$ cat src/common/psc_defs.svh
// Behaviour
// RULE1 - Main output on only while request low
// RULE2 - Outputs regulated 5 to 400 ms after request
// RULE3 - Power-good starts falling within 50 ms of release
// RULE4 - Power-good high only while all outputs regulate; the code also keeps it high in ST_STBY and ST_WAKE
// RULE5 - Power-good low on dropout, failure, input loss; ST_WAKE does not check input loss
// RULE6 - Current limit holds off power-good delay start
// RULE7 - Power-good 100 to 500 ms after regulation
// RULE8 - Power-good falls 1 to 200 ms before 12V
// RULE9 - Alert low only for masked events enabled
// RULE10 - Alert mask resets to temperature, undervoltage, overcurrent
// RULE11 - Alert asserted together with amber indicator
// RULE12 - Redundancy line open collector, defaults low
// RULE13 - Four redundancy modes set over bus
// RULE14 - Standby slave keeps power-good, solid green
// RULE15 - Hash-suffixed signals are active low
`ifndef PSC_DEFS_SVH
`define PSC_DEFS_SVH

// ----------------------------------------------------------------
// Register map
// ----------------------------------------------------------------
`define PSC_ADDR_W          8
`define PSC_OFS_CTRL        8'h00
`define PSC_OFS_AMASK       8'h04
`define PSC_OFS_ISTS        8'h08
`define PSC_OFS_IMASK       8'h0C
`define PSC_OFS_STATE       8'h10
`define PSC_AMASK_RST       8'h07
`define PSC_EVT_CRIT        8'h3A
`define PSC_IMASK_RST       6'h00
`define PSC_RESP_OKAY       2'h0
`define PSC_RESP_SLVERR     2'h2

// ----------------------------------------------------------------
// Timing
// ----------------------------------------------------------------
`define PSC_CLK_KHZ         200000
`define PSC_TICK_MS         1
`define PSC_T_ON_MIN_MS     5
`define PSC_T_ON_MAX_MS     400
`define PSC_T_PGOFF_MAX_MS  50
`define PSC_T_PGON_MIN_MS   100
`define PSC_T_PGON_MAX_MS   500
`define PSC_T_PGPRE_MIN_MS  1
`define PSC_T_PGPRE_MAX_MS  200
`define PSC_SOFT_TICKS      (`PSC_T_ON_MIN_MS / `PSC_TICK_MS + 1)
`define PSC_RAMP_TICKS      (`PSC_T_ON_MAX_MS / `PSC_TICK_MS - `PSC_SOFT_TICKS - 1)
`define PSC_PGON_TICKS      (`PSC_T_PGON_MIN_MS / `PSC_TICK_MS + 1)
`define PSC_PGPRE_TICKS     (`PSC_T_PGPRE_MIN_MS / `PSC_TICK_MS + 1)
`define PSC_TMR_W           10

`endif

$ cat src/common/psc_pkg.sv
package psc_pkg;
  typedef enum logic [8:0] {
    ST_OFF   = 9'b0_0000_0001,
    ST_SOFT  = 9'b0_0000_0010,
    ST_RAMP  = 9'b0_0000_0100,
    ST_DELAY = 9'b0_0000_1000,
    ST_ON    = 9'b0_0001_0000,
    ST_STBY  = 9'b0_0010_0000,
    ST_WAKE  = 9'b0_0100_0000,
    ST_DOWN  = 9'b0_1000_0000,
    ST_FAULT = 9'b1_0000_0000
  } psc_state_t;
  typedef enum logic [1:0] {
    MODE_LD_MASTER  = 2'h0,
    MODE_LD_SLAVE   = 2'h1,
    MODE_VIN_MASTER = 2'h2,
    MODE_MD_SLAVE   = 2'h3
  } psc_mode_t;
  typedef enum logic [1:0] {
    LED_OFF    = 2'h0,
    LED_GREEN  = 2'h1,
    LED_AMBER  = 2'h2,
    LED_ABLINK = 2'h3
  } psc_led_t;
endpackage

$ cat src/common/psc_tmr_if.sv
`timescale 1ns/1ps
`default_nettype none
interface psc_tmr_if;
  logic msTick;
  modport src (output msTick);
  modport snk (input msTick);
endinterface
`default_nettype wire

$ cat src/hw/psc_sync.sv
`timescale 1ns/1ps
`default_nettype none
module psc_sync #(
  parameter int unsigned W = 1
) (
  // Clock and reset
  input  wire logic         ref_clk,
  input  wire logic         rst_b,
  // Data
  input  wire logic [W-1:0] asyncIn,
  output var  logic [W-1:0] syncOut
);
  logic [W-1:0] stage1Q;

  if (W < 1) begin : g_badW
    $error("psc_sync width must be at least one.");
  end

  always_ff @(posedge ref_clk or negedge rst_b) begin
    if (!rst_b) begin
      stage1Q <= '0;
      syncOut <= '0;
    end else begin
      stage1Q <= asyncIn;
      syncOut <= stage1Q;
    end
  end
endmodule // psc_sync
`default_nettype wire

$ cat src/hw/psc_ms_tick.sv
`include "psc_defs.svh"
`timescale 1ns/1ps
`default_nettype none
module psc_ms_tick #(
  parameter int unsigned MS_CYCLES = `PSC_CLK_KHZ * `PSC_TICK_MS
) (
  // Clock and reset
  input  wire logic ref_clk,
  input  wire logic rst_b,
  // Tick out
  psc_tmr_if.src    tmr
);
  logic [31:0] cntQ;
  logic [31:0] cntD;
  logic        tickD;

  if (MS_CYCLES < 2) begin : g_badCycles
    $error("psc_ms_tick needs at least two cycles per tick.");
  end

  always_comb begin
    tickD = (cntQ == 32'(MS_CYCLES - 1));
    cntD  = tickD ? 32'h0000_0000 : cntQ + 32'h0000_0001;
  end

  always_ff @(posedge ref_clk or negedge rst_b) begin
    if (!rst_b) begin
      cntQ       <= 32'h0000_0000;
      tmr.msTick <= 1'b0;
    end else begin
      cntQ       <= cntD;
      tmr.msTick <= tickD;
    end
  end
endmodule // psc_ms_tick
`default_nettype wire

$ cat src/hw/psc_top.sv
// Design decisions made here: the address map and the AXI4-Lite register port.
`include "psc_defs.svh"
`timescale 1ns/1ps
`default_nettype none
module psc_top
  import psc_pkg::*;
#(
  parameter int unsigned MS_CYCLES = `PSC_CLK_KHZ * `PSC_TICK_MS
) (
  // Clock and reset
  input  wire logic                   ref_clk,
  input  wire logic                   rst_b,
  // AXI4-Lite slave
  input  wire logic [`PSC_ADDR_W-1:0] s_axi_awaddr,
  input  wire logic                   s_axi_awvalid,
  output var  logic                   s_axi_awready,
  input  wire logic [31:0]            s_axi_wdata,
  input  wire logic [3:0]             s_axi_wstrb,
  input  wire logic                   s_axi_wvalid,
  output var  logic                   s_axi_wready,
  output var  logic [1:0]             s_axi_bresp,
  output var  logic                   s_axi_bvalid,
  input  wire logic                   s_axi_bready,
  input  wire logic [`PSC_ADDR_W-1:0] s_axi_araddr,
  input  wire logic                   s_axi_arvalid,
  output var  logic                   s_axi_arready,
  output var  logic [31:0]            s_axi_rdata,
  output var  logic [1:0]             s_axi_rresp,
  output var  logic                   s_axi_rvalid,
  input  wire logic                   s_axi_rready,
  // Host pins
  input  wire logic                   onReqPin_b,
  output var  logic                   powerGoodAlias,
  input  wire logic                   alertLineIn,
  output var  logic                   alertLineOut,
  output var  logic                   alertLineOe,
  // Shared redundancy line
  input  wire logic                   redundancyStandbyLineIn,
  output var  logic                   redundancyStandbyLineOut,
  output var  logic                   redundancyStandbyLineOe,
  // Power stage status and control
  input  wire logic                   mainInReg,
  input  wire logic                   curLimit,
  input  wire logic                   intFail,
  input  wire logic                   inputOk,
  input  wire logic                   loadHigh,
  input  wire logic                   vinLow,
  input  wire logic [7:0]             plantEvt,
  output var  logic                   mainEnable,
  output var  logic [1:0]             ledCode,
  output var  logic                   irq
);
  // ----------------------------------------------------------------
  // Input synchronisers and millisecond tick
  // ----------------------------------------------------------------
  localparam int unsigned SYNC_W = 17;
  logic [SYNC_W-1:0] syncBus;
  logic              onReqS_b;
  logic              inRegS;
  logic              curLimS;
  logic              failS;
  logic              inOkS;
  logic              loadHighS;
  logic              vinLowS;
  logic              redLineS;
  logic              alertLineS;
  logic [7:0]        evtS;
  psc_tmr_if         tmrIf ();

  psc_sync #(.W(SYNC_W)) u_sync (
    .ref_clk (ref_clk),
    .rst_b   (rst_b),
    .asyncIn ({onReqPin_b, mainInReg, curLimit, intFail, inputOk, loadHigh, vinLow,
               redundancyStandbyLineIn, alertLineIn, plantEvt}),
    .syncOut (syncBus)
  );
  assign {onReqS_b, inRegS, curLimS, failS, inOkS, loadHighS, vinLowS, redLineS, alertLineS, evtS} = syncBus;

  psc_ms_tick #(.MS_CYCLES(MS_CYCLES)) u_tick (
    .ref_clk (ref_clk),
    .rst_b   (rst_b),
    .tmr     (tmrIf.src)
  );

  // ----------------------------------------------------------------
  // Sequencer
  // ----------------------------------------------------------------
  psc_state_t              stateQ;
  psc_state_t              stateD;
  logic [`PSC_TMR_W-1:0]   tmrQ;
  logic [`PSC_TMR_W-1:0]   tmrD;
  psc_mode_t               modeQ;
  logic                    onReqAct;
  logic                    stbyElig;
  logic                    demand;

  // The pull-up inside the pin makes an open pin read high, which is off.
  assign onReqAct = !onReqS_b; // RULE15 RULE1
  assign stbyElig = redLineS && ((modeQ == MODE_LD_SLAVE && !loadHighS) || modeQ == MODE_MD_SLAVE); // RULE13
  assign demand   = (modeQ == MODE_LD_MASTER && loadHighS) || (modeQ == MODE_VIN_MASTER && vinLowS); // RULE13

  always_comb begin
    stateD = stateQ;
    tmrD   = (tmrIf.msTick && tmrQ != {`PSC_TMR_W{1'b1}}) ? tmrQ + `PSC_TMR_W'(1) : tmrQ;
    case (stateQ)
      ST_OFF: begin
        if (onReqAct && inOkS) stateD = ST_SOFT; // RULE1
      end
      ST_SOFT: begin
        if (!onReqAct) stateD = ST_OFF;
        else if (tmrQ >= `PSC_TMR_W'(`PSC_SOFT_TICKS)) stateD = ST_RAMP; // RULE2
      end
      ST_RAMP: begin
        if (!onReqAct) stateD = ST_DOWN;
        else if (failS || tmrQ >= `PSC_TMR_W'(`PSC_RAMP_TICKS)) stateD = ST_FAULT; // RULE2
        else if (inRegS) stateD = ST_DELAY;
      end
      ST_DELAY: begin
        if (!onReqAct || !inOkS) stateD = ST_DOWN;
        else if (failS || !inRegS) stateD = ST_FAULT;
        else if (curLimS) tmrD = '0; // RULE6
        else if (tmrQ >= `PSC_TMR_W'(`PSC_PGON_TICKS)) stateD = ST_ON; // RULE7
      end
      ST_ON: begin
        if (!onReqAct || !inOkS) stateD = ST_DOWN; // RULE3 RULE5
        else if (failS || !inRegS) stateD = ST_FAULT; // RULE5
        else if (stbyElig) stateD = ST_STBY;
      end
      ST_STBY: begin
        if (!onReqAct) stateD = ST_OFF;
        else if (failS || !inOkS) stateD = ST_FAULT;
        else if (!stbyElig) stateD = ST_WAKE;
      end
      ST_WAKE: begin
        if (!onReqAct) stateD = ST_DOWN;
        else if (failS || tmrQ >= `PSC_TMR_W'(`PSC_RAMP_TICKS)) stateD = ST_FAULT;
        else if (inRegS) stateD = ST_ON;
      end
      ST_DOWN: begin
        // The main rail is held until power-good has been low long enough.
        if (tmrQ >= `PSC_TMR_W'(`PSC_PGPRE_TICKS)) stateD = ST_OFF; // RULE8
      end
      ST_FAULT: begin
        // A protection latch is released only by a release of the request.
        if (!onReqAct) stateD = ST_OFF;
      end
      default: stateD = ST_OFF;
    endcase
    if (stateD != stateQ) tmrD = '0;
  end

  always_ff @(posedge ref_clk or negedge rst_b) begin
    if (!rst_b) begin
      stateQ <= ST_OFF;
      tmrQ   <= '0;
    end else begin
      stateQ <= stateD;
      tmrQ   <= tmrD;
    end
  end

  // ----------------------------------------------------------------
  // Pin outputs, indicator and alert
  // ----------------------------------------------------------------
  logic     pgD;
  logic     mainEnD;
  logic     redOeD;
  logic     alertOeD;
  psc_led_t ledD;
  logic [7:0] amaskQ;
  logic     evtHit;
  logic     critHit;

  assign evtHit  = |(evtS & amaskQ); // RULE9
  assign critHit = |(evtS & amaskQ & `PSC_EVT_CRIT);

  always_comb begin
    pgD     = (stateD == ST_ON) || (stateD == ST_STBY) || (stateD == ST_WAKE); // RULE4 RULE14
    mainEnD = (stateD == ST_RAMP) || (stateD == ST_DELAY) || (stateD == ST_ON) ||
              (stateD == ST_WAKE) || (stateD == ST_DOWN); // RULE1 RULE8
    // The line is pulled low unless this unit is up and lets slaves rest.
    redOeD  = !(pgD && !demand); // RULE12
    if (critHit) ledD = LED_AMBER;
    else if (evtHit) ledD = LED_ABLINK;
    else if (pgD) ledD = LED_GREEN; // RULE14
    else ledD = LED_OFF;
    alertOeD = (ledD == LED_AMBER) || (ledD == LED_ABLINK); // RULE9 RULE11
  end

  always_ff @(posedge ref_clk or negedge rst_b) begin
    if (!rst_b) begin
      powerGoodAlias          <= 1'b0;
      mainEnable              <= 1'b0;
      redundancyStandbyLineOe <= 1'b1;
      alertLineOe             <= 1'b0;
      ledCode                 <= LED_OFF;
    end else begin
      powerGoodAlias          <= pgD;
      mainEnable              <= mainEnD;
      redundancyStandbyLineOe <= redOeD;
      alertLineOe             <= alertOeD;
      ledCode                 <= ledD;
    end
  end

  // Both open-drain pins only ever pull low.
  always_ff @(posedge ref_clk or negedge rst_b) begin
    if (!rst_b) begin
      alertLineOut             <= 1'b0;
      redundancyStandbyLineOut <= 1'b0;
    end else begin
      alertLineOut             <= 1'b0;
      redundancyStandbyLineOut <= 1'b0; // RULE12
    end
  end

  // ----------------------------------------------------------------
  // Register bus
  // ----------------------------------------------------------------
  function automatic logic [31:0] mergeStrb(input logic [31:0] old, input logic [31:0] nw,
                                            input logic [3:0] strb);
    logic [31:0] res;
    res = old;
    for (int i = 0; i < 4; i++) begin
      if (strb[i]) res[i*8 +: 8] = nw[i*8 +: 8];
    end
    return res;
  endfunction

  logic                   awHeldQ, awHeldD, wHeldQ, wHeldD;
  logic [`PSC_ADDR_W-1:0] awAddrQ, awAddrD;
  logic [31:0]            wDataQ, wDataD, mrg;
  logic [3:0]             wStrbQ, wStrbD;
  logic                   bvalidD, arreadyD, rvalidD, irqD;
  logic [1:0]             brespD, rrespD;
  logic [31:0]            rdataD;
  psc_mode_t              modeD;
  logic [7:0]             amaskD;
  logic [5:0]             istsQ, istsD, imaskQ, imaskD, istsSet, istsClr;
  logic                   doWrite;

  assign doWrite = awHeldQ && wHeldQ && !s_axi_bvalid;
  assign mrg     = mergeStrb(32'h0000_0000, wDataQ, wStrbQ);
  assign istsSet = {(stateQ == ST_STBY) && (stateD != ST_STBY),
                    (stateD == ST_STBY) && (stateQ != ST_STBY),
                    (stateD == ST_FAULT) && (stateQ != ST_FAULT),
                    alertOeD && !alertLineOe,
                    !pgD && powerGoodAlias,
                    pgD && !powerGoodAlias};

  always_comb begin
    awHeldD  = awHeldQ;
    awAddrD  = awAddrQ;
    wHeldD   = wHeldQ;
    wDataD   = wDataQ;
    wStrbD   = wStrbQ;
    bvalidD  = s_axi_bvalid;
    brespD   = s_axi_bresp;
    rvalidD  = s_axi_rvalid;
    rdataD   = s_axi_rdata;
    rrespD   = s_axi_rresp;
    modeD    = modeQ;
    amaskD   = amaskQ;
    imaskD   = imaskQ;
    istsClr  = '0;
    if (s_axi_awvalid && s_axi_awready) begin
      awHeldD = 1'b1;
      awAddrD = s_axi_awaddr;
    end
    if (s_axi_wvalid && s_axi_wready) begin
      wHeldD = 1'b1;
      wDataD = s_axi_wdata;
      wStrbD = s_axi_wstrb;
    end
    if (s_axi_bvalid && s_axi_bready) bvalidD = 1'b0;
    if (doWrite) begin
      awHeldD = 1'b0;
      wHeldD  = 1'b0;
      bvalidD = 1'b1;
      brespD  = `PSC_RESP_OKAY;
      if (awAddrQ == `PSC_OFS_CTRL) begin
        if (wStrbQ[0]) modeD = psc_mode_t'(wDataQ[1:0]); // RULE13
      end else if (awAddrQ == `PSC_OFS_AMASK) begin
        if (wStrbQ[0]) amaskD = wDataQ[7:0]; // RULE9
      end else if (awAddrQ == `PSC_OFS_ISTS) begin
        istsClr = mrg[5:0];
      end else if (awAddrQ == `PSC_OFS_IMASK) begin
        if (wStrbQ[0]) imaskD = wDataQ[5:0];
      end else if (awAddrQ != `PSC_OFS_STATE) begin
        brespD = `PSC_RESP_SLVERR;
      end
    end
    if (s_axi_rvalid && s_axi_rready) rvalidD = 1'b0;
    if (s_axi_arvalid && s_axi_arready) begin
      rvalidD = 1'b1;
      rrespD  = `PSC_RESP_OKAY;
      if (s_axi_araddr == `PSC_OFS_CTRL) rdataD = {30'h0000_0000, modeQ};
      else if (s_axi_araddr == `PSC_OFS_AMASK) rdataD = {24'h00_0000, amaskQ};
      else if (s_axi_araddr == `PSC_OFS_ISTS) rdataD = {26'h000_0000, istsQ};
      else if (s_axi_araddr == `PSC_OFS_IMASK) rdataD = {26'h000_0000, imaskQ};
      else if (s_axi_araddr == `PSC_OFS_STATE) begin
        rdataD = {6'h00, evtS, alertLineS, redLineS, onReqAct, mainEnable, ledCode,
                  alertLineOe, powerGoodAlias, 1'b0, stateQ};
      end else begin
        rdataD = 32'h0000_0000;
        rrespD = `PSC_RESP_SLVERR;
      end
    end
    // A new event outranks a clear written in the same cycle.
    istsD    = (istsQ & ~istsClr) | istsSet;
    irqD     = |(istsD & imaskD);
    arreadyD = !rvalidD;
  end

  always_ff @(posedge ref_clk or negedge rst_b) begin
    if (!rst_b) begin
      awHeldQ       <= 1'b0;
      awAddrQ       <= '0;
      wHeldQ        <= 1'b0;
      wDataQ        <= 32'h0000_0000;
      wStrbQ        <= 4'h0;
      s_axi_awready <= 1'b0;
      s_axi_wready  <= 1'b0;
      s_axi_bvalid  <= 1'b0;
      s_axi_bresp   <= `PSC_RESP_OKAY;
      s_axi_arready <= 1'b0;
      s_axi_rvalid  <= 1'b0;
      s_axi_rdata   <= 32'h0000_0000;
      s_axi_rresp   <= `PSC_RESP_OKAY;
      modeQ         <= MODE_LD_MASTER;
      amaskQ        <= `PSC_AMASK_RST; // RULE10
      istsQ         <= '0;
      imaskQ        <= `PSC_IMASK_RST;
      irq           <= 1'b0;
    end else begin
      awHeldQ       <= awHeldD;
      awAddrQ       <= awAddrD;
      wHeldQ        <= wHeldD;
      wDataQ        <= wDataD;
      wStrbQ        <= wStrbD;
      s_axi_awready <= !awHeldD;
      s_axi_wready  <= !wHeldD;
      s_axi_bvalid  <= bvalidD;
      s_axi_bresp   <= brespD;
      s_axi_arready <= arreadyD;
      s_axi_rvalid  <= rvalidD;
      s_axi_rdata   <= rdataD;
      s_axi_rresp   <= rrespD;
      modeQ         <= modeD;
      amaskQ        <= amaskD;
      istsQ         <= istsD;
      imaskQ        <= imaskD;
      irq           <= irqD;
    end
  end
endmodule // psc_top
`default_nettype wire

$ cat config.mk
export PLATFORM = sky130hd
export DESIGN_NAME = psc_top
export DESIGN_NICKNAME = d
export VERILOG_FILES = /design/src/common/psc_pkg.sv /design/src/common/psc_tmr_if.sv /design/src/hw/psc_sync.sv /design/src/hw/psc_ms_tick.sv /design/src/hw/psc_top.sv
export VERILOG_INCLUDE_DIRS = /design/src /design/src/common
export SDC_FILE = /design/constraint.sdc
export NUM_CORES = 1
export LEC_CHECK = 0
export ABC_AREA = 1
export BUFFER_PORTS_ARGS = -buffer_cell sky130_fd_sc_hd__buf_2
export CAP_MARGIN = 25
export CORE_UTILIZATION = 57
export CTS_CLUSTER_DIAMETER = 80
export DETAILED_ROUTE_END_ITERATION = 8
export GPL_ROUTABILITY_DRIVEN = 0
export GPL_TIMING_DRIVEN = 0
export PLACE_DENSITY = 0.8
export SYNTH_ARGS = -nofsm -noshare
export SYNTH_HDL_FRONTEND = slang
export SYNTH_SLANG_ARGS = --single-unit
$ cat constraint.sdc
create_clock -name ref_clk -period 2.1 [get_ports ref_clk]
set_input_delay 0.42 -clock ref_clk [delete_from_list [all_inputs] [get_ports ref_clk]]
set_output_delay 0.42 -clock ref_clk [all_outputs]
set_load 0.03 [all_outputs]
* Yosys cells after proc, flatten, opt, wreduce, memory -nomap -nowiden *
Cells that the tools add are included.

storage, ports and cells
  bits in registers = 175

operators by class
  mux-type cells = 66
  reduce and logical (&&, ||, !) cells = 55
  magnitude comparators = 4
  $add $sub $neg = 2
  bitwise gates (word level) = 6
  eq/ne operators = 35

operators with widths
  cell                                                                     count
  9-bit two-way mux                                                        21
  26-bit two-way mux                                                       5
  9-bit case mux with 9 select lines                                       1
  6-bit two-way mux                                                        11
  10-bit two-way mux                                                       6
  32-bit by 1-bit adder with 32-bit output, second input constant          1
  32-bit by 18-bit equality test with 1-bit output, second input constant  1
  8-bit by 4-bit equality test with 1-bit output, second input constant    4
  32-bit two-way mux                                                       1
  2-bit two-way mux                                                        12
  1-bit logical AND                                                        20
  9-bit by 3-bit equality test with 1-bit output, second input constant    2
  9-bit by 4-bit equality test with 1-bit output, second input constant    2
  9-bit by 5-bit equality test with 1-bit output, second input constant    2
  9-bit by 6-bit equality test with 1-bit output, second input constant    2
  9-bit by 7-bit equality test with 1-bit output, second input constant    2
  9-bit by 8-bit equality test with 1-bit output, second input constant    2
  9-bit equality test, second input constant                               2
  9-bit by 6-bit inequality test with 1-bit output, second input constant  2
  8-bit by 3-bit equality test with 1-bit output, second input constant    2
  8-bit zero test                                                          2
  1-bit zero test                                                          13
  1-bit logical OR                                                         13
  6-bit AND                                                                2
  26 further kinds                                                         37

* Depth between registers and ports, before layout *
Gate-level depths: netlist of the first run.

  word-level depth = 20
  mapped depth = 19

* Modules after synthesis *
A second synthesis of the first run with hierarchy kept.

second synthesis, totals
  cell total of the unflattened synthesis = 1019
  area total of the unflattened synthesis = 8334.2 sq um

modules (own cells, without submodules)
  module       instances  area an instance (sq um)  seq. area each (sq um)  cells each
  psc_top      1          5494.0                    2483.6                  696
  psc_ms_tick  1          1989.4                    825.8                   289
  psc_sync     1          850.8                     850.8                   34

* Worst setup path after synthesis of the first run *
Ideal clock, no wire load.

  path kind = register to register
  start = reg tmrQ[1]
  end = reg tmrQ[0]
  clock period less this slack = 1.909 ns
  data arrival time = 1.837 ns
  path buffers = 0
  slack = 0.191 ns
  required time = 2.027 ns
  cell stages (with the launch flop) = 19
  cell sequence = dfrtp_1 inv_1 ha_1 inv_1 nand2_1 nand2_1 nor2_1 nand2_1 nand2_1 nand2_1 nand2_1 nand2_1 nand2_1 nand3_2 nand2_1 nand4_1 nor2_2 nand3_4 nor2_1

on the way
  cells in the longest elaborated chain, start to end = 8

ends and longest elaborated chain
  what                                                           RTL line        RTL
  start, declared                                                psc_top.sv:90   logic [`PSC_TMR_W-1:0] tmrQ;
  start signal, assigned                                         psc_top.sv:158  tmrQ <= tmrD;
  10-bit by 7-bit greater-or-equal comparator with 1-bit output  psc_top.sv:122  else if (tmrQ >= `PSC_TMR_W'(`PSC_PGON_TICKS)) stateD = ST_ON;
  9-bit two-way mux                                              psc_top.sv:122
  9-bit two-way mux                                              psc_top.sv:121  else if (curLimS) tmrD = '0;
  9-bit two-way mux                                              psc_top.sv:120  else if (failS || !inRegS) stateD = ST_FAULT;
  9-bit two-way mux                                              psc_top.sv:119  if (!onReqAct || !inOkS) stateD = ST_DOWN;
  9-bit case mux with 9 select lines *                           psc_top.sv:105  case (stateQ)
  via stateD[8]                                                  psc_top.sv:89   psc_state_t stateD;
  9-bit inequality test *                                        psc_top.sv:149  if (stateD != stateQ) tmrD = '0;
  10-bit two-way mux *                                           psc_top.sv:149
  via tmrD[0]                                                    psc_top.sv:91   logic [`PSC_TMR_W-1:0] tmrD;

The timed path passes the listed nets; every way through them passes the cells marked *.
A chain may end at the register's enable or synchronous reset.

* Final worst setup path of the first run *
  start = reg tmrQ[1]
  end = reg tmrQ[6]

on the way
  cells in the longest elaborated chain, start to end = 8

ends and longest elaborated chain
  what                                                                                                            RTL line
  10-bit by 7-bit greater-or-equal comparator with 1-bit output / 10-bit inequality test (equally long branches)  psc_top.sv:122, psc_top.sv:104
  9-bit two-way mux / 1-bit logical AND (equally long branches)                                                   psc_top.sv:122, psc_top.sv:104
  9-bit two-way mux / 10-bit two-way mux (equally long branches)                                                  psc_top.sv:121, psc_top.sv:104
  9-bit two-way mux / 10-bit two-way mux (equally long branches)                                                  psc_top.sv:120, psc_top.sv:121
  9-bit two-way mux / 10-bit two-way mux (equally long branches)                                                  psc_top.sv:119, psc_top.sv:120
  9-bit case mux with 9 select lines / 10-bit two-way mux (equally long branches)                                 psc_top.sv:105, psc_top.sv:119
  9-bit inequality test / 10-bit two-way mux (equally long branches)                                              psc_top.sv:149, psc_top.sv:105
  10-bit two-way mux *                                                                                            psc_top.sv:149
  via tmrD[6]                                                                                                     psc_top.sv:91

Marked as above.

==> results_dict.tcl, run 1 <==
set metrics [dict create \
    synth_compound_area_share_pct 8.78 \
    grt_pass1_vias 6873 \
    critPathTopFamily "simple AND/OR/NAND/NOR gates" \
    fill_cells 976 \
    endpoint_kind "flop" \
    globalRouteOverflowTotal 0 \
    drv_slew 0 \
    start_util_pct 59.3 \
    syn_inst 967 \
    clock_power_share_pct 36.0 \
    synth-edff-count 0 \
    rows 42 \
    core_area_sq_um 13400 \
    critPathArrivalTime_ns 2.69 \
    dp_hpwl_um 13500 \
    layout.cells.non_filler 1304 \
    synth-seq-cells 166 \
    ys_types 46 \
    grt_pass1_wl_um 32900 \
    min_to "u_sync.stage1Q[3]$_DFF_PN0_" \
    drt_iter0_markers 750 \
    violations "negative setup slack" \
    period_share_pct 111 \
    cts_made_buffers 17 \
    ff2ff_path_depth 17 \
    synthMuxAreaShare_pct 0.630 \
    pin_count 126 \
    syn_area_sq_um 7940 \
    path_clk_slew_ns 0.07 \
    finalCriticalPeriod_ns 2.33 \
    nets 1196 \
    setup_viol 14 \
    max-clock-path-buffers 2 \
    htree_levels 4 \
    dieArea_sq_um 14400 \
    async_flop_share_pct 100 \
    leakage_nw 5.08 \
    synth.area.top_cells "dfrtp_1, nand2_1, inv_1" \
    synth_ff_type "dfrtp_1" \
    ff2ff_setup_slack_ns -0.23 \
    drtPass1Iterations 7 \
    pwr-share-seq_pct 44.6 \
    critPathLaunchType "flop" \
    cts.sinks 166 \
    root_buffer "clkbuf_16" \
    synth-xor-area-share_pct 2.43 \
    swShare_pct 32.2 \
    synth_top_family_by_area "simple AND/OR/NAND/NOR gates" \
    p_per_area_nw_per_um2 860 \
    antenna_found_initial 0 \
    layout_common_cells "nand2_1, dfrtp_1, inv_1" \
    finalCoreUtilization_pct 74.0 \
    die_y_um 120 \
    cp_max_fo 5 \
    combPwrFrac_pct 19.3 \
    final_area_sq_um 9910 \
    synth-simple-area-share_pct 26.5 \
    worst_clock_skew_ns 0.00702 \
    worst_pin_slew_ns 0.517 \
    grt_start_max_net_pins 105 \
    yosysWarnings 0 \
    cp.required_ns 2.46 \
    p_switching_mw 2.75 \
    r2r_start "tmrQ[1]$_DFF_PN0_" \
    diodes 0 \
    die_width_um 120 \
    crit_chain "inv_2 -> ha_2 -> nand2_2 -> nand2_1 -> nor2_1 -> nand2_1 -> nand2_2 -> nand2_2 -> nand2_1 -> nand2_1 -> nand2_2 -> buf_4 -> nand4_1 -> nand4_1 -> nor2_4 -> nand3_4 -> nor2_2" \
    min_from "plantEvt[3]" \
    synth.avg_cell_area_sq_um 8.21 \
    yosysSeqAreaShare_pct 52.4 \
    hold_path.class "in2reg" \
    synthAdderAreaFrac_pct 0.788 \
    post-place-cells 1241 \
    netlist.area_leader.share_pct 50.7 \
    drive_above_1_share_pct 24.6 \
    io_buffer_count 87 \
    maxCapViolCount 0 \
    grt_usage_pct 29.0 \
    syn_to_final_growth_pct 24.8 \
    status "finished with violations" \
    p_int_mw 5.77 \
    ir_drop_mv 0.734 \
    finalPower_mw 8.52 \
    setup_slack_ns -0.233 \
    placed_area_sq_um 8670 \
    max_stage_delay_ns 0.40 \
    worst-path-buf-inv 2 \
    rsz0062_at_grt "true" \
    maxSlewHeadroom_pct 65.3 \
    drc 0 \
    cts_tree "built" \
    finalHoldViolCount 0 \
    r2r_end "tmrQ[6]$_DFF_PN0_" \
    slowest_stage "dfrtp_1" \
    via_count 7349 \
    final_common_cell "nand2_1" \
    ant_nets 0 \
    clk_latency_ns 0.43 \
    hold_depth 1 \
    yosys.area.top_type "dfrtp_1" \
    vias_per_cell 5.64 \
    wl_per_cell_um 15.9 \
    fmax_mhz 429 \
    criticalPathCategory "reg2reg" \
    pre_cts_slack_ns -0.325 \
    routed_wl_um 20700 \
]
==> Yosys cell counts, types with 4 or more instances <==
cell and n:
o221ai_1 6, a21oi_1 22, clkbuf_1 13, nand4_1 24
o22ai_1 5, inv_2 4, mux2i_1 5, nor2_2 7
o211ai_1 7, nand3_1 58, buf_4 12, nor4_1 12
dfrtp_1 161, nor3_1 31, nand2_1 244, inv_1 133
ha_1 5, o21ai_0 66, nor2_1 90, dfstp_2 5
xor2_1 18, xnor2_1 4
==> flip-flops by register name (all words and copies together) (netlist names), 2 cells and up <==
register	cells
awAddrQ	8
stateQ	9
u_tick.cntQ	32
u_sync.stage1Q	17
imaskQ	6
istsQ	6
modeQ	2
ledCode	2
amaskQ	8
s_axi_rdata	25
u_sync.syncOut	17
tmrQ	10
wDataQ	8
==> cell families (layout without fill, tap and decap cells) <==
group / after synthesis / after routing
buf+inv: 165 / 315
other cells: 1 / 11
simple gates: 483 / 484
mux: 5 / 5
xor+xnor: 22 / 22
compound gates: 120 / 120
flops: 166 / 166
fa+ha+maj: 5 / 5
==> power by group through the flow <==
| stage | Sequential, mW | Combinational (mW) | Clock, mW |
|---|---|---|---|
| 2_1_floorplan | 3.91 | 0.838 | 0 |
| 3_5_place_dp | 3.83 | 1.43 | 0 |
| 5_1_grt | 3.84 | 1.82 | 3.22 |
| 4_1_cts | 3.79 | 1.55 | 3.09 |
| 6_report | 3.80 | 1.65 | 3.07 |
| 3_3_place_gp | 3.82 | 1.38 | 0 |
==> metal layers <==
layer	GRT usage (%)	routed length (um)	up-vias
li1	-	-	3404
met1	39.9	8780	3514
met3	5.18	1480	67
met2	45.8	9890	364
met5	0	0	-
met4	11.2	548	0
==> stage by stage <==
step,hold WS (ns),setup TNS (ns)
5_1_grt,0.0806,-5.35
3_5_place_dp,0.335,-7.34
4_1_cts,0.0845,-0.615
2_1_floorplan,0.124,0
6_report,0.0902,-2.65
3_3_place_gp,0.331,-304.75
==> worst register-to-register path, delay by kind of cell (launching register included) <==
family                     cells  cell delay (ns)
DFF                            1             0.40
adders and majority gates      1             0.19
and+or+nand+nor               14             1.42
buffers and inverters          2             0.26
==> worst max-delay path by stage <==
stage                 startpoint  slack [ns]  cells past startpoint                     to
2_1_floorplan  tmrQ[1]$_DFF_PN0_        0.19                     18      tmrQ[0]$_DFF_PN0_
3_3_place_gp               rst_b       -1.84                      1  wDataQ[7]$_DFFE_PN0P_
3_5_place_dp   tmrQ[1]$_DFF_PN0_       -0.33                     18      tmrQ[6]$_DFF_PN0_
4_1_cts        tmrQ[0]$_DFF_PN0_       -0.07                     17      tmrQ[6]$_DFF_PN0_
5_1_grt        tmrQ[8]$_DFF_PN0_       -0.36                     10      tmrQ[6]$_DFF_PN0_
6_report       tmrQ[1]$_DFF_PN0_       -0.23                     17      tmrQ[6]$_DFF_PN0_
==> timing repair <==
action | CTS | global route
gates cloned | 1 | 0
pin swaps | 14 | 33
endpoints found under the hold margin | 60 | 0
hold buffers | 1 | 0
buffers inserted | 18 | 13
resized for setup | 48 | 72
endpoints found under the setup margin | 27 | 42
==> cell type report <==
cell class / count / area (sq um) / area share (%)
flip-flops and latches: 166 / 4170 / 42.1
plain buffers: 25 / 140 / 1.41
well taps: 176 / 220 / 2.22
repair buffers: 119 / 724 / 7.31
multi-input cells: 647 / 3540 / 35.7
clock inverters: 13 / 144 / 1.45
inverters: 139 / 531 / 5.35
clock buffers: 19 / 443 / 4.47
(Power assumes the default switching activity.)
==> inputs of run 2 (changes only) <==
==> constraint.sdc (replaced) <==
create_clock -name ref_clk -period 2.43 [get_ports ref_clk]
set_input_delay 0.486 -clock ref_clk [delete_from_list [all_inputs] [get_ports ref_clk]]
set_output_delay 0.486 -clock ref_clk [all_outputs]
set_load 0.03 [all_outputs]
==> run 2 against run 1 <==
Worst setup slack better by 0.36 ns. Critical endpoint is now tmrQ[3]$_DFF_PN0_. Global-route usage down 1.1 points. Sequential power down 14%. Largest cell class unchanged. Core utilization down 3.8 points. The run now ends clean.
==> results_dict.tcl, run 2 (same netlist as run 1, synthesis figures left out) <==
set metrics [dict create \
    criticalPathCategory "reg2reg" \
    wl_per_cell_um 14.8 \
    combPwrFrac_pct 18.1 \
    critPathLaunchType "flop" \
    rsz0062_at_grt "true" \
    max-clock-path-buffers 2 \
    worst_clock_skew_ns 0.00744 \
    clock_power_share_pct 36.5 \
    final_area_sq_um 9410 \
    root_buffer "clkbuf_16" \
    dieArea_sq_um 14400 \
    whs_ns 0.160 \
    clk_latency_ns 0.43 \
    status "complete, no violations" \
    layout_common_cells "nand2_1, dfrtp_1, inv_1" \
    hold_path.class "in2reg" \
    setup_viol 0 \
    die_width_um 120 \
    final_common_cell "nand2_1" \
    start_util_pct 59.3 \
    cts_made_buffers 17 \
    grt_start_max_net_pins 105 \
    fill_cells 1077 \
    finalHoldViolCount 0 \
    p_per_area_nw_per_um2 767 \
    via_count 6994 \
    drtPass1Iterations 5 \
    maxCapViolCount 0 \
    layout.area.seq_sq_um 4170 \
    cts_tree "built" \
    grt_usage_pct 27.9 \
    critPathArrivalTime_ns 2.67 \
    grt_pass1_vias 6626 \
    maxSlewHeadroom_pct 46.1 \
    routed_wl_um 19000 \
    fmax_mhz 433 \
    p_switching_mw 2.28 \
    drc 0 \
    drt_iter0_markers 671 \
    multi_input_area_sq_um 3240 \
    dp_hpwl_um 13500 \
    syn_to_final_growth_pct 18.5 \
    r2r_start "stateQ[8]$_DFF_PN0_" \
    finalCriticalPeriod_ns 2.31 \
    htree_levels 4 \
    endpoint_kind "flop" \
    ant_nets 0 \
    top_register "u_tick.cntQ" \
    diodes 0 \
    grt_pass1_wl_um 31600 \
    io_buffer_count 87 \
    post-place-cells 1241 \
    top_regs "u_tick.cntQ: 32 flops, s_axi_rdata: 25 flops" \
    startpoint "stateQ[8]$_DFF_PN0_" \
    nets 1173 \
    globalRouteOverflowTotal 0 \
    cp.required_ns 2.79 \
    die_y_um 120 \
    path_clk_slew_ns 0.07 \
    vias_per_cell 5.46 \
    placed_area_sq_um 8670 \
    drv_slew 0 \
    swShare_pct 31.6 \
    leakage_nw 4.90 \
    antenna_found_initial 0 \
    cts.sinks 166 \
    cp_max_fo 7 \
    rows 42 \
    ir_drop_mv 0.633 \
    worst_pin_slew_ns 0.806 \
    p_int_mw 4.93 \
    period_share_pct 95.0 \
    largest_reg_flops 32 \
    core_area_sq_um 13400 \
    layout.cells.non_filler 1281 \
    drive_above_1_share_pct 17.5 \
    pwr-share-seq_pct 45.4 \
    pin_count 126 \
    min_from "plantEvt[3]" \
]
==> run 2: cell count changes in the layout (fill, tap and decap cells not counted), moves of 6 or more <==
cell     delta
inv_1       +7
nand3_1     +9
nor2_1     +14
nand2_1    +12
nand2_2     -9
buf_4      -22
inv_2       -6
nor2_4     -10
==> run 2: final cells by class <==
type | count | area share (%)
Tap cell | 176 | 2.34
Sequential cell | 166 | 44.3
Multi-Input combinational cell | 647 | 34.4
Inverter | 139 | 5.59
Buffer | 26 | 1.53
Timing Repair Buffer | 95 | 5.61
Clock inverter | 13 | 1.53
Clock buffer | 19 | 4.71
==> run 2: critical path: stages, from the launching register on <==
cell and delay [ns]:
dfrtp_1 0.50, inv_2 0.20, nand3_2 0.15, nor2_2 0.16, a21oi_2 0.07, nor2_2 0.16
nand2_1 0.13, nand2_2 0.11, nand2_1 0.05, nand2_1 0.09, nand4_1 0.15, nor2_4 0.18
nand3_2 0.16, nor2_1 0.12
==> run 2: power by group through the flow <==
stage	logic (mW)	clock network [mW]	registers [mW]
floorplan	0.724	0	3.38
global placement	1.20	0	3.30
detailed placement	1.24	0	3.31
CTS	1.27	2.67	3.27
global route	1.45	2.78	3.31
finish	1.31	2.64	3.28
==> run 2: timing repair <==
action                                  in CTS  in global routing
pin swaps                                    0                  4
endpoints found under the setup margin       9                 16
gates cloned                                 0                  1
resized for setup                            2                 28
hold buffers                                 1                  0
endpoints found under the hold margin        1                  0
buffers inserted                             0                  6
==> run 2: worst paths after layout <==
check                                               to  cells past startpoint  slack [ns]
hold / removal             u_sync.stage1Q[3]$_DFF_PN0_                      1        0.16
max in group asynchronous        amaskQ[0]$_DFFE_PN1P_                      3        0.99
setup reg to reg                     tmrQ[3]$_DFF_PN0_                     13        0.12
setup / recovery                     tmrQ[3]$_DFF_PN0_                     13        0.12
min in group asynchronous            tmrQ[8]$_DFF_PN0_                      2        0.57
hold reg to reg            u_sync.syncOut[4]$_DFF_PN0_                      0        0.34
==> run 2: metrics by stage <==
stage	power, mW	util, %	setup TNS [ns]	worst slack, ns
after floorplan	4.10	-	0	0.521
after global placement	4.50	64.4	-255.18	-1.57
after detailed placement	4.55	64.7	0	0.00452
after CTS	7.20	69.2	0	0.0304
after global routing	7.54	70.2	-0.219	-0.0374
final	7.22	70.2	0	0.123
==> run 2: layer usage <==
metal | track usage [%] | share of wire (%) | up-vias
met5 | 0 | 0 | -
met4 | 10.5 | 2.1 | 0
met3 | 5.75 | 6.6 | 46
met2 | 43.4 | 47 | 274
met1 | 38.6 | 44 | 3308
li1 | - | - | 3366
